## src/core/pcof_pkg.sv

```systemverilog
// constants, types and carriers of the pipeline command order and fence block
// assumes one core clock shared by the apb side and the command stream
// Functional notes
// routine pointer bits 31:4 are 16-byte offset from general or instruction base
// one routine address shared by all threads, always 16-byte aligned
// issuer flushes the active pipeline right before switching pipelines
// pipe sync command works on either pipe without fence or other state
// issuer programs entry count and size before the fence relying on them
// streamer from streamer config, 3d units from 3d pointers, media from media
// issuer sets common state before the first draw or media object
// issuer sets all 3d state before a draw command
// issuer sets media pointers before any media object
// fence goes to streamer first, then down the selected pipeline units
// unit reallocates only when enabled and its fence update enable is set
// release of held entries overlaps allocation of new handles
// streamer reallocation invalidates constants; issuer must reload them
// new allocation from fence value with the unit's count and size
// only a fence starts reallocation, entry state writes never do
// issuer fences a unit after changing its count, size or thread limit
// fence may change alone but must stay consistent with count and size
// draw, media object or constant upload with an unfenced change flags error
package pcof_pkg;
	localparam int NU = 5;
	localparam int CW = 8;
	localparam int FW = 16;
	localparam logic [NU-1:0] MASK_3D = 5'h0e;
	localparam logic [NU-1:0] MASK_MEDIA = 5'h10;
	localparam logic [NU-1:0] MASK_THR = 5'h0c;
	// field positions inside a command data word, and for F_ENA inside the control register
	localparam int F_CNT = 0;
	localparam int F_SIZE = 8;
	localparam int F_THR = 16;
	localparam int F_UPD = 16;
	localparam int F_ENA = 8;
	// register byte offsets
	localparam logic [11:0] A_CTRL = 12'h000;
	localparam logic [11:0] A_STAT = 12'h004;
	localparam logic [11:0] A_ISTAT = 12'h008;
	localparam logic [11:0] A_IMASK = 12'h00c;
	localparam logic [11:0] A_RADDR = 12'h010;
	localparam logic [31:0] CTRL_RST = 32'h00001f00;
	// event bits
	localparam int EV_FENCE = 0;
	localparam int EV_ORDER = 1;
	localparam int EV_SWITCH = 2;
	localparam int EV_ALLOC = 3;
	localparam int NEV = 4;
	typedef enum logic [3:0] {
		OP_NOP, OP_SELECT, OP_FLUSH, OP_SYNC, OP_SCFG, OP_3DPTR, OP_MPTR,
		OP_RPTR, OP_BASE, OP_FVAL, OP_FENCE, OP_DRAW, OP_MOBJ, OP_CONST
	} pcof_op_t;
	typedef struct packed {
		logic valid;
		pcof_op_t op;
		logic [2:0] unit;
		logic [31:0] data;
	} pcof_cmd_t;
	typedef struct packed {
		logic go;
		logic release_old;
		logic [2:0] unit;
		logic [FW-1:0] base;
		logic [FW-1:0] limit;
		logic [CW-1:0] count;
		logic [CW-1:0] size;
	} pcof_ff_t;
endpackage

```

## src/core/pcof_core.sv

```systemverilog
// command order checker and entry fence sequencer with apb registers
// assumes commands arrive on pclk from the stream parser, one per accepted cycle
module pcof_core #(
	parameter int UNITS = pcof_pkg::NU
) (
	input wire logic pclk,
	input wire logic presetn,
	input wire logic ce,
	input wire logic psel,
	input wire logic penable,
	input wire logic pwrite,
	input wire logic [11:0] paddr,
	input wire logic [31:0] pwdata,
	output logic [31:0] prdata,
	output logic pready,
	output logic pslverr,
	input wire pcof_pkg::pcof_cmd_t cmd,
	output logic cmd_ready,
	output pcof_pkg::pcof_ff_t ff_out,
	output logic sync_pulse,
	output logic [31:0] routine_addr,
	output logic irq
);
	localparam int NU = pcof_pkg::NU;
	localparam int CW = pcof_pkg::CW;
	localparam int FW = pcof_pkg::FW;

	if (UNITS != NU) begin : g_chk
		$error("pcof_core: UNITS must equal the package unit count");
	end

	typedef struct packed {
		logic [31:0] ctrl;
		logic [pcof_pkg::NEV-1:0] istat;
		logic [pcof_pkg::NEV-1:0] imask;
		logic [31:0] prdata;
		logic pready;
		logic pslverr;
		logic pipe;
		logic flushed;
		logic const_ok;
		logic walking;
		logic [2:0] idx;
		logic [FW-1:0] pbase;
		logic [NU-1:0][CW-1:0] cnt;
		logic [NU-1:0][CW-1:0] size;
		logic [NU-1:0][CW-1:0] thr;
		logic [NU-1:0][FW-1:0] fval;
		logic [NU-1:0] fupd;
		logic [NU-1:0] dirty;
		logic [31:0] gbase;
		logic [31:0] ibase;
		logic [31:0] raddr;
		logic cmd_ready;
		logic sync;
		pcof_pkg::pcof_ff_t ff;
		logic irq;
	} pcof_state_t;

	pcof_state_t s_ff;
	pcof_state_t nxt_s;
	logic acc;
	logic [NU-1:0] ena;
	logic [NU-1:0] pmask;
	logic [pcof_pkg::NEV-1:0] ev;
	logic [FW-1:0] need;
	logic member;
	logic [CW-1:0] dc;
	logic [CW-1:0] ds;
	logic [CW-1:0] dt;
	logic wr;
	logic rd;

	assign acc = cmd.valid & s_ff.cmd_ready;
	assign dc = cmd.data[pcof_pkg::F_CNT +: CW];
	assign ds = cmd.data[pcof_pkg::F_SIZE +: CW];
	assign dt = cmd.data[pcof_pkg::F_THR +: CW];
	// streamer cannot be disabled, others follow the enable field
	assign ena = s_ff.ctrl[pcof_pkg::F_ENA +: NU] | {{(NU-1){1'b0}}, 1'b1};
	assign pmask = s_ff.pipe ? pcof_pkg::MASK_MEDIA : pcof_pkg::MASK_3D;
	// write lands on the edge at which the master sees pready high
	assign wr = psel & penable & pwrite & s_ff.pready;
	assign rd = psel & penable & ~s_ff.pready;

	always_comb begin
		nxt_s = s_ff;
		ev = '0;
		member = 1'b0;
		need = '0;
		nxt_s.sync = 1'b0;
		nxt_s.ff.go = 1'b0;
		nxt_s.ff.release_old = 1'b0;
		// apb slave, one wait state so prdata comes from a flop
		nxt_s.pready = psel & penable & ~s_ff.pready;
		if (rd) begin
			nxt_s.pslverr = 1'b0;
			case (paddr)
				pcof_pkg::A_CTRL: nxt_s.prdata = s_ff.ctrl;
				pcof_pkg::A_STAT: nxt_s.prdata = {19'h0, s_ff.dirty, 4'h0,
					s_ff.flushed, s_ff.const_ok, s_ff.walking, s_ff.pipe};
				pcof_pkg::A_ISTAT: nxt_s.prdata = {28'h0, s_ff.istat};
				pcof_pkg::A_IMASK: nxt_s.prdata = {28'h0, s_ff.imask};
				pcof_pkg::A_RADDR: nxt_s.prdata = s_ff.raddr;
				default: begin
					nxt_s.prdata = 32'h0;
					nxt_s.pslverr = 1'b1;
				end
			endcase
		end
		if (wr) begin
			case (paddr)
				pcof_pkg::A_CTRL: nxt_s.ctrl = pwdata & 32'h00001f01;
				pcof_pkg::A_IMASK: nxt_s.imask = pwdata[pcof_pkg::NEV-1:0];
				default: nxt_s.ctrl = nxt_s.ctrl;
			endcase
		end
		// fence walk, one unit per cycle in pipeline order
		if (s_ff.walking) begin
			member = (s_ff.idx == 3'h0) | pmask[s_ff.idx];
			if (member & ena[s_ff.idx]) begin
				nxt_s.pbase = s_ff.fval[s_ff.idx];
				if (s_ff.fupd[s_ff.idx]) begin
					need = s_ff.cnt[s_ff.idx] * s_ff.size[s_ff.idx];
					nxt_s.ff.go = 1'b1;
					nxt_s.ff.release_old = 1'b1;
					nxt_s.ff.unit = s_ff.idx;
					nxt_s.ff.base = s_ff.pbase;
					nxt_s.ff.limit = s_ff.fval[s_ff.idx];
					nxt_s.ff.count = s_ff.cnt[s_ff.idx];
					nxt_s.ff.size = s_ff.size[s_ff.idx];
					nxt_s.dirty[s_ff.idx] = 1'b0;
					// a fence below the previous one or too small is flagged, not dropped
					if (s_ff.fval[s_ff.idx] < s_ff.pbase
						|| need > s_ff.fval[s_ff.idx] - s_ff.pbase) begin
						ev[pcof_pkg::EV_ALLOC] = 1'b1;
					end
					if (s_ff.idx == 3'h0) begin
						nxt_s.const_ok = 1'b0;
					end
				end
			end
			if (s_ff.idx == 3'(NU - 1)) begin
				nxt_s.walking = 1'b0;
				nxt_s.fupd = '0;
				ev[pcof_pkg::EV_FENCE] = 1'b1;
			end else begin
				nxt_s.idx = s_ff.idx + 3'h1;
			end
		end
		// command decode
		if (acc) begin
			nxt_s.flushed = (cmd.op == pcof_pkg::OP_FLUSH);
			case (cmd.op)
				pcof_pkg::OP_SELECT: begin
					// a switch without a preceding flush is reported but still done
					if (cmd.data[0] != s_ff.pipe && !s_ff.flushed) begin
						ev[pcof_pkg::EV_SWITCH] = 1'b1;
					end
					nxt_s.pipe = cmd.data[0];
				end
				pcof_pkg::OP_SYNC: nxt_s.sync = 1'b1;
				pcof_pkg::OP_SCFG: begin
					// entry state writes only mark the unit, never reallocate
					nxt_s.dirty[0] = s_ff.dirty[0] | (dc != s_ff.cnt[0])
						| (ds != s_ff.size[0]);
					nxt_s.cnt[0] = dc;
					nxt_s.size[0] = ds;
				end
				pcof_pkg::OP_3DPTR, pcof_pkg::OP_MPTR: begin
					if (cmd.unit < 3'(NU) && ((cmd.op == pcof_pkg::OP_3DPTR) ?
						pcof_pkg::MASK_3D[cmd.unit] : pcof_pkg::MASK_MEDIA[cmd.unit])) begin
						nxt_s.dirty[cmd.unit] = s_ff.dirty[cmd.unit] | (ena[cmd.unit]
							& ((dc != s_ff.cnt[cmd.unit]) | (ds != s_ff.size[cmd.unit])
							| (pcof_pkg::MASK_THR[cmd.unit] & (dt != s_ff.thr[cmd.unit]))));
						nxt_s.cnt[cmd.unit] = dc;
						nxt_s.size[cmd.unit] = ds;
						nxt_s.thr[cmd.unit] = dt;
					end
				end
				pcof_pkg::OP_BASE: begin
					if (cmd.unit[0]) begin
						nxt_s.ibase = {cmd.data[31:4], 4'h0};
					end else begin
						nxt_s.gbase = {cmd.data[31:4], 4'h0};
					end
				end
				pcof_pkg::OP_RPTR: begin
					// one shared address, low nibble forced clear for alignment
					nxt_s.raddr = (s_ff.ctrl[0] ? s_ff.ibase : s_ff.gbase)
						+ {cmd.data[31:4], 4'h0};
				end
				pcof_pkg::OP_FVAL: begin
					if (cmd.unit < 3'(NU)) begin
						nxt_s.fval[cmd.unit] = cmd.data[FW-1:0];
						nxt_s.fupd[cmd.unit] = cmd.data[pcof_pkg::F_UPD];
					end
				end
				pcof_pkg::OP_FENCE: begin
					nxt_s.walking = 1'b1;
					nxt_s.idx = 3'h0;
					nxt_s.pbase = '0;
				end
				pcof_pkg::OP_DRAW, pcof_pkg::OP_MOBJ, pcof_pkg::OP_CONST: begin
					if (|(s_ff.dirty & ena & (pmask | {{(NU-1){1'b0}}, 1'b1}))) begin
						ev[pcof_pkg::EV_ORDER] = 1'b1;
					end
					if (cmd.op == pcof_pkg::OP_CONST) begin
						nxt_s.const_ok = 1'b1;
					end
				end
				default: nxt_s.sync = 1'b0;
			endcase
		end
		// stall the stream while a fence walks down the units
		nxt_s.cmd_ready = ~nxt_s.walking;
		// new events win over a write-one-to-clear in the same cycle
		nxt_s.istat = (s_ff.istat & ~(wr && paddr == pcof_pkg::A_ISTAT ?
			pwdata[pcof_pkg::NEV-1:0] : 4'h0)) | ev;
		nxt_s.irq = |(nxt_s.istat & nxt_s.imask);
	end

	// all state frozen while ce is low
	always_ff @(posedge pclk or negedge presetn) begin
		if (!presetn) begin
			s_ff <= '0;
			s_ff.ctrl <= pcof_pkg::CTRL_RST;
			s_ff.cmd_ready <= 1'b1;
		end else if (ce) begin
			s_ff <= nxt_s;
		end
	end

	assign prdata = s_ff.prdata;
	assign pready = s_ff.pready;
	assign pslverr = s_ff.pslverr;
	assign cmd_ready = s_ff.cmd_ready;
	assign ff_out = s_ff.ff;
	assign sync_pulse = s_ff.sync;
	assign routine_addr = s_ff.raddr;
	assign irq = s_ff.irq;
endmodule

```

## config.mk

```make
export PLATFORM = sky130hd
export DESIGN_NAME = pcof_core
export DESIGN_NICKNAME = d
export VERILOG_FILES = /design/src/core/pcof_pkg.sv /design/src/core/pcof_core.sv
export SDC_FILE = /design/constraint.sdc
export NUM_CORES = 1
export LEC_CHECK = 0
export BUFFER_PORTS_ARGS = -buffer_cell sky130_fd_sc_hd__buf_2
export CAP_MARGIN = 20
export CORE_ASPECT_RATIO = 0.75
export CORE_MARGIN = 5
export CORE_UTILIZATION = 60
export CTS_CLUSTER_DIAMETER = 200
export DETAILED_ROUTE_END_ITERATION = 12
export HOLD_SLACK_MARGIN = 0.06
export PLACE_DENSITY = 0.86
export SLEW_MARGIN = 20
export SYNTH_ARGS = -nofsm -noshare
export SYNTH_HDL_FRONTEND = slang
export SYNTH_SLANG_ARGS = --single-unit
```

## constraint.sdc

```tcl
create_clock -name pclk -period 12.9 [get_ports pclk]
set_input_delay 0.645 -clock pclk [delete_from_list [all_inputs] [get_ports pclk]]
set_output_delay 0.645 -clock pclk [all_outputs]
set_load 0.02 [all_outputs]
```

==> Yosys cells after proc, flatten, opt, wreduce, memory -nomap -nowiden <==
Memories as Yosys holds them, arrays and structs flattened.
Index checks and enable logic that the tools add are counted.
{ "op_classes": {"add_sub_neg": 3, "mul": 1, "order_cmp": 7, "n_eq_ne": 25, "n_mux": 93, "n_bitwise": 25, "reduce_logical": 26} }
{ "ops": {"columns": ["operator", "n"], "rows": [
  ["327-bit two-way mux", 1],
  ["32-bit two-way mux", 6],
  ["85-bit two-way mux", 2],
  ["32-bit one-hot mux with 5 select lines", 1],
  ["53-bit two-way mux", 3],
  ["8-bit binary-select mux with 3-bit select", 5],
  ["40-bit bitwise mux", 3],
  ["120-bit two-way mux", 1],
  ["80-bit bitwise mux", 1],
  ["64-bit two-way mux", 1],
  ["16-bit binary-select mux with 3-bit select", 1],
  ["16-bit demux with 3-bit select", 1],
  ["16-bit two-way mux", 3],
  ["8-bit two-way mux", 6],
  ["40-bit two-way mux", 1],
  ["8-bit != test", 5],
  ["32-bit adder", 1],
  ["8-bit one-hot mux with 2 select lines", 2],
  ["1-bit two-way mux", 30],
  ["5-bit two-way mux", 5],
  ["8-bit demux with 3-bit select", 1],
  ["12-bit by 4-bit equality test with 1-bit output, second input constant", 2],
  ["4-bit equality test, second input constant", 6],
  ["4-bit AND reduction", 6],
  ["46 further kinds", 86]
]} }
{ "totals": {"ff_bits": 425, "rom_bits": 24, "out_inout_bits": 122, "mem_count": 3} }
{ "mem_list": {"columns": ["name", "words", "word_bits", "rd", "rd_ports_with_merged_regs", "wr", "line_no", "rtl"], "rows": [
  ["(name not given)", 8, 1, 1, 0, 0, "pcof_core.sv:174", "| (pcof_pkg::MASK_THR[cmd.unit] & (dt != s_ff.thr[cmd.unit]))));"],
  ["(name not given)", 8, 1, 1, 0, 0, "pcof_core.sv:171", "pcof_pkg::MASK_3D[cmd.unit] : pcof_pkg::MASK_MEDIA[cmd.unit])) begin"],
  ["(name not given)", 8, 1, 1, 0, 0, "pcof_core.sv:171", null]
]} }

==> Longest topological paths before layout <==
{ "depth": {"ltp_word": 14, "depth_mapped": 31, "depth_no_buf": 30} }

==> Least setup slack after synthesis <==
OpenSTA, ideal clock, no wires.
{ "synth_timing": {"path_kind": "register -> register", "start": "reg s_ff[378] (netlist name)", "end": "reg s_ff (netlist bit irq)", "setup_ns": 0.095, "t_arrival_ns": 6.693, "setup_slack_ns": 6.112, "path_stages_with_launch": 30, "path_buffers": 3, "period_less_slack_ns": 6.788, "path_cell_list": "dfrtp_1 > buf_2 > buf_2 > buf_2 > mux4_2 > a22oi_1 > nor2_1 > fa_1 > inv_1 > fa_1 > inv_1 > fa_1 > inv_1 > fa_1 > inv_1 > ha_1 > nor2b_1 > o21a_1 > nor3_1 > o31ai_1 > o41ai_1 > xnor2_1 > ha_1 > nand4_1 > nor2_1 > nand4_1 > o21ai_0 > a31oi_1 > a21oi_1 > o31ai_1"} }
{ "synth_via": {"elab_chain_cells": 12} }
{ "synth_lines": {"columns": ["item", "line_no", "rtl"], "rows": [
  ["start, declared", "pcof_core.sv:60", "pcof_state_t s_ff;"],
  ["start signal, assigned", "pcof_core.sv:229", "s_ff <= nxt_s;"],
  ["8-bit binary-select mux with 3-bit select / 16-bit binary-select mux with 3-bit select (equally long branches)", "pcof_core.sv:123, pcof_core.sv:133, pcof_core.sv:134", null],
  ["8-bit two-way mux (not written as such) / 16-bit two-way mux (equally long branches)", "pcof_core.sv:123, pcof_core.sv:133, pcof_core.sv:134", null],
  ["8-bit by 8-bit multiplier with 16-bit output / 16-bit subtractor (equally long branches)", "pcof_core.sv:123, pcof_core.sv:134", null],
  ["16-bit > comparator", "pcof_core.sv:134", "|| need > s_ff.fval[s_ff.idx] - s_ff.pbase) begin"],
  ["1-bit logical OR", "pcof_core.sv:134", null],
  ["1-bit two-way mux", "pcof_core.sv:133", "if (s_ff.fval[s_ff.idx] < s_ff.pbase"],
  ["1-bit two-way mux", "pcof_core.sv:122", "if (s_ff.fupd[s_ff.idx]) begin"],
  ["1-bit two-way mux", "pcof_core.sv:120", "if (member & ena[s_ff.idx]) begin"],
  ["1-bit two-way mux", "pcof_core.sv:118", "if (s_ff.walking) begin"],
  ["4-bit OR *", "pcof_core.sv:218", "pwdata[pcof_pkg::NEV-1:0] : 4'h0)) | ev;"],
  ["4-bit bitwise AND *", "pcof_core.sv:219", "nxt_s.irq = |(nxt_s.istat & nxt_s.imask);"],
  ["4-bit OR reduction *", "pcof_core.sv:219", null]
]} }
Every way passes the cells marked *; elsewhere a longest branch is shown, timed or not. The select of a mux whose other input is x is not followed.
A chain may end at the register's enable or synchronous reset.

==> Worst setup path in the final report <==
{ "layout_timing": {"start": "reg s_ff[380] (netlist name)", "end": "reg s_ff[426] (netlist name)"} }
{ "layout_via": {"elab_chain_cells": 10} }
{ "layout_lines": {"columns": ["item", "line_no"], "rows": [
  ["8-bit binary-select mux with 3-bit select / 16-bit binary-select mux with 3-bit select (equally long branches)", "pcof_core.sv:123, pcof_core.sv:133, pcof_core.sv:134"],
  ["8-bit two-way mux (not written as such) / 16-bit two-way mux (equally long branches)", "pcof_core.sv:123, pcof_core.sv:133, pcof_core.sv:134"],
  ["8-bit by 8-bit multiplier with 16-bit output / 16-bit subtractor (equally long branches)", "pcof_core.sv:123, pcof_core.sv:134"],
  ["16-bit > comparator", "pcof_core.sv:134"],
  ["1-bit logical OR", "pcof_core.sv:134"],
  ["1-bit two-way mux", "pcof_core.sv:133"],
  ["1-bit two-way mux", "pcof_core.sv:122"],
  ["1-bit two-way mux *", "pcof_core.sv:120"],
  ["1-bit two-way mux *", "pcof_core.sv:118"],
  ["4-bit OR *", "pcof_core.sv:218"]
]} }
Marks and branches as above.

==> impl_results.md <==
- Status: finished, final reports clean
- Critical path fanouts, max: 23
- Most used flip-flop cell after synthesis: dfrtp_1
- Setup violations, final: 0
- Yosys reg bits: about 420
- Area growth, synth to finish: 8.07%
- Number of global-route vias before repair: around 19000
- Util after Layout: 0.652
- RePlAce Congestion: between 0.9 and 1
- Routed Antenna Nets: 0
- Crit path buf inv count: 5
- Final Critical Period: about 8.2 ns
- Num Clock Sinks: approximately 420
- Peak VDD IR: about 0.08 mV
- Hold EP: s_ff[435]
- Min-delay src: pwdata[8]
- Max frequency: 0.122 GHz
- Worst Max-Slew Pin Slew: 1.12 ns
- Row Count: 64
- XOR/XNOR Fraction of Synth Area: 0.0307
- YS warnings: 0
- CTS clk-pin slew, worst paths: ~0.070 ns
- Initial core utilization: 0.603
- Post-placement cell area: roughly 25000 um^2
- Beginning of the worst register-to-register path: s_ff[380]
- Hold Path Stages: 2
- First-pass GRT wire length: just over 100000 um
- Final instance area: ~26000 um^2
- Mean Syn Cell Area: 10.6 um^2
- Buffers on Ports: 184
- Crit Path Class: register to register
- DIE AREA: roughly 45000 um^2
- RSZ-0062 raised after global routing: false
- Post-synth top area cell: dfrtp_1
- Simple-Gate Fraction of Synth Area: 0.0979
- EDFF count, synth: 0
- CTS buffer count: around 40
- Crit Reg-Reg Endpoint: s_ff[426]
- Pleak: between 10 and 15 nW
- R2R Setup Slk: about 4.7 ns
- Top cell family by delay on the critical path: adder cells
- Largest net degree at the start of global routing: ~140
- Worst-skew pair later-pin latency: about 0.57 ns
- Chip width: between 200 and 250 um
- Clock Tree Buf Depth: 3
- CTS tree: built
- Slew Limit Fails: 0
- Most frequent cell after synthesis: dfrtp_1
- Compound-cell area share of the yosys netlist: 0.112
- Total global routing overflow: 0
- CP Data Arrival Time: about 8.6 ns
- Core Box Area: just over 40000 um^2
- Post-synth top area share: 0.422
- Final-report hold violation count: 0
- HP Class: input pin to register
- Via Count: 18440
- Post-synthesis mux area share: 0.175
- Dpl hpwl: 45100 um
- Initial antenna violation count: 11
- Fill count: between 2000 and 3000
- Via density: 6.36
- H-tree Lvls: 2
- Nets: 2562
- Power Density: approximately 140 nW/um^2
- Worst hold slack: 0.321 ns
- Top post-synthesis cells by count: dfrtp_1 (413), mux2_2 (252), nand2_1 (236)
- Register area: ~10000 um^2
- CTS root buf: clkbuf_16
- Clk_skew: between 0.02 and 0.025 ns
- Largest family of logic cells by synthesized area: multiplexers
- Multi-input combinational cell area: approximately 12000 um^2
- CP Launch Type: register
- Per-cell routed wire length: ~23 um
- Critical path capture point type: register
- Aggregate routed wire length: roughly 65000 um
- Post-route DRC: 0
- TritonRoute pass-1 iters: 6
- Slowest cell on crit path: nor3_4
- Async SR Flop Fraction: 1.00
- Unique masters post-synth: ~80
- R2R cell count: 27
- Critical Path RT: about 13 ns
- Post-synth design cell area: about 25000 um^2
- Post-Synthesis Cells: 2302
- Post-Synth Adder-Cell Area: 0.0806
- Max-slew headroom: 0.253
- DIE HEIGHT: 185 um
- GRT Total Usage: 0.285
- Share of cells above drive strength 1: 0.263
- CP max stage delay: 0.88 ns
- Seq/Total Area, Yosys: 0.428
- Final period utilization: 0.633
- IO Pins: around 210
- Starting DRT DRC Count: around 1900
- Max-cap viol count: 0
- Top cells by area, synth: dfrtp_1 (42%), mux2_2 (12%), ha_1 (5.0%)
- Post_cts resized: 0
- Final setup TNS: 0 ns
cells in the final DEF, fill, tap and decap left out, drive strengths merged, types with 7 or more instances in the layout:
master,Yosys,final
a221oi,13,13
nor2b,14,14
xor2,46,46
nand2b,12,12
clkinv,0,9
fa,38,38
nand4,13,13
mux4,19,19
o31ai,12,12
or2,18,18
nor4,10,10
a22oi,23,23
mux2,285,285
nand2,236,236
o21ai,145,145
a22o,26,26
inv,103,104
a2bb2oi,10,10
nor3,33,33
or3,7,7
buf,169,229
xnor2,40,40
o21a,8,8
o22ai,22,22
mux2i,61,61
dfrtp,413,413
nor2,135,135
nand3,22,22
clkbuf,72,56
a211oi,7,7
a21o,19,19
a21oi,76,76
a31oi,14,14
ha,97,97
worst reg2reg max path: stages (launching register included):
cell and delay [ns]:
dfrtp_1 0.51, inv_1 0.12, buf_4 0.29, nor3_4 0.89, a22oi_1 0.54, or2_2 0.43
fa_1 0.47, fa_1 0.55, inv_1 0.06, fa_1 0.53, inv_1 0.06, fa_1 0.53
inv_1 0.04, ha_1 0.32, nor2b_1 0.15, o21a_1 0.19, nor3_1 0.23, o31ai_1 0.17
o41ai_1 0.33, xnor2_1 0.12, ha_1 0.33, nand4_1 0.10, nor2_1 0.12, nand4_1 0.10
o21ai_0 0.09, a31oi_1 0.06, a21oi_1 0.47, o221ai_1 0.20
worst max-delay path by stage:
stage / startpoint / end / slack, ns / cells after the start
floorplan: s_ff[378] / irq / 6.11 / 29
global placement: s_ff[380] / s_ff[426] / 5.04 / 27
detailed placement: s_ff[380] / s_ff[426] / 4.95 / 27
CTS: s_ff[380] / s_ff[426] / 4.92 / 27
global route: s_ff[380] / s_ff[426] / 4.41 / 27
finish: s_ff[380] / s_ff[426] / 4.73 / 27
through the flow:
stage	setup WS (ns)	instances	total power [mW]
2_1_floorplan	6.11	2305	2.07
3_3_place_gp	5.04	2819	2.33
3_5_place_dp	4.95	2819	2.37
4_1_cts	4.92	2892	3.62
5_1_grt	4.41	2899	3.78
6_report	4.73	2901	3.64
cells by family after synthesis:
| group | Yosys count |
|---|---|
| AOI/OAI and AO/OA | 427 |
| xor gates and xnor gates | 86 |
| adders and majority gates | 135 |
| buffers and inverters | 344 |
| DFF | 419 |
| muxes | 365 |
| other | 1 |
| and+or+nand+nor | 525 |
power breakdown:
group	internal [mW]	switching, mW	total, mW	leakage, nW
clock	0.726	0.527	1.25	0.682
sequential	1.39	0.0761	1.47	5.68
combinational	0.329	0.585	0.914	6.70
area by class of cell:
| class | count | share of cell area |
|---|---|---|
| clock inverters | 17 | 0.00799 |
| diodes | 6 | 0.000567 |
| repair buffers | 230 | 0.0498 |
| inverters | 103 | 0.0146 |
| flip-flops and latches | 419 | 0.396 |
| clock buffers | 56 | 0.0447 |
| multi-input cells | 1542 | 0.461 |
| well taps | 528 | 0.0249 |
layer usage:
layer	track usage	vias to the layer above	wire (um)
met5	0.00525	-	46
met4	0.0919	8	2030
met3	0.0930	215	7360
met2	0.441	972	29500
met1	0.386	9186	26300
li1	-	8059	-
timing repair:
action                                 in CTS  in global routing
buffers inserted                            0                  0
hold buffers                                0                  1
endpoints found under the hold margin       0                 39
No activity file was read; power rests on OpenSTA's default activity.
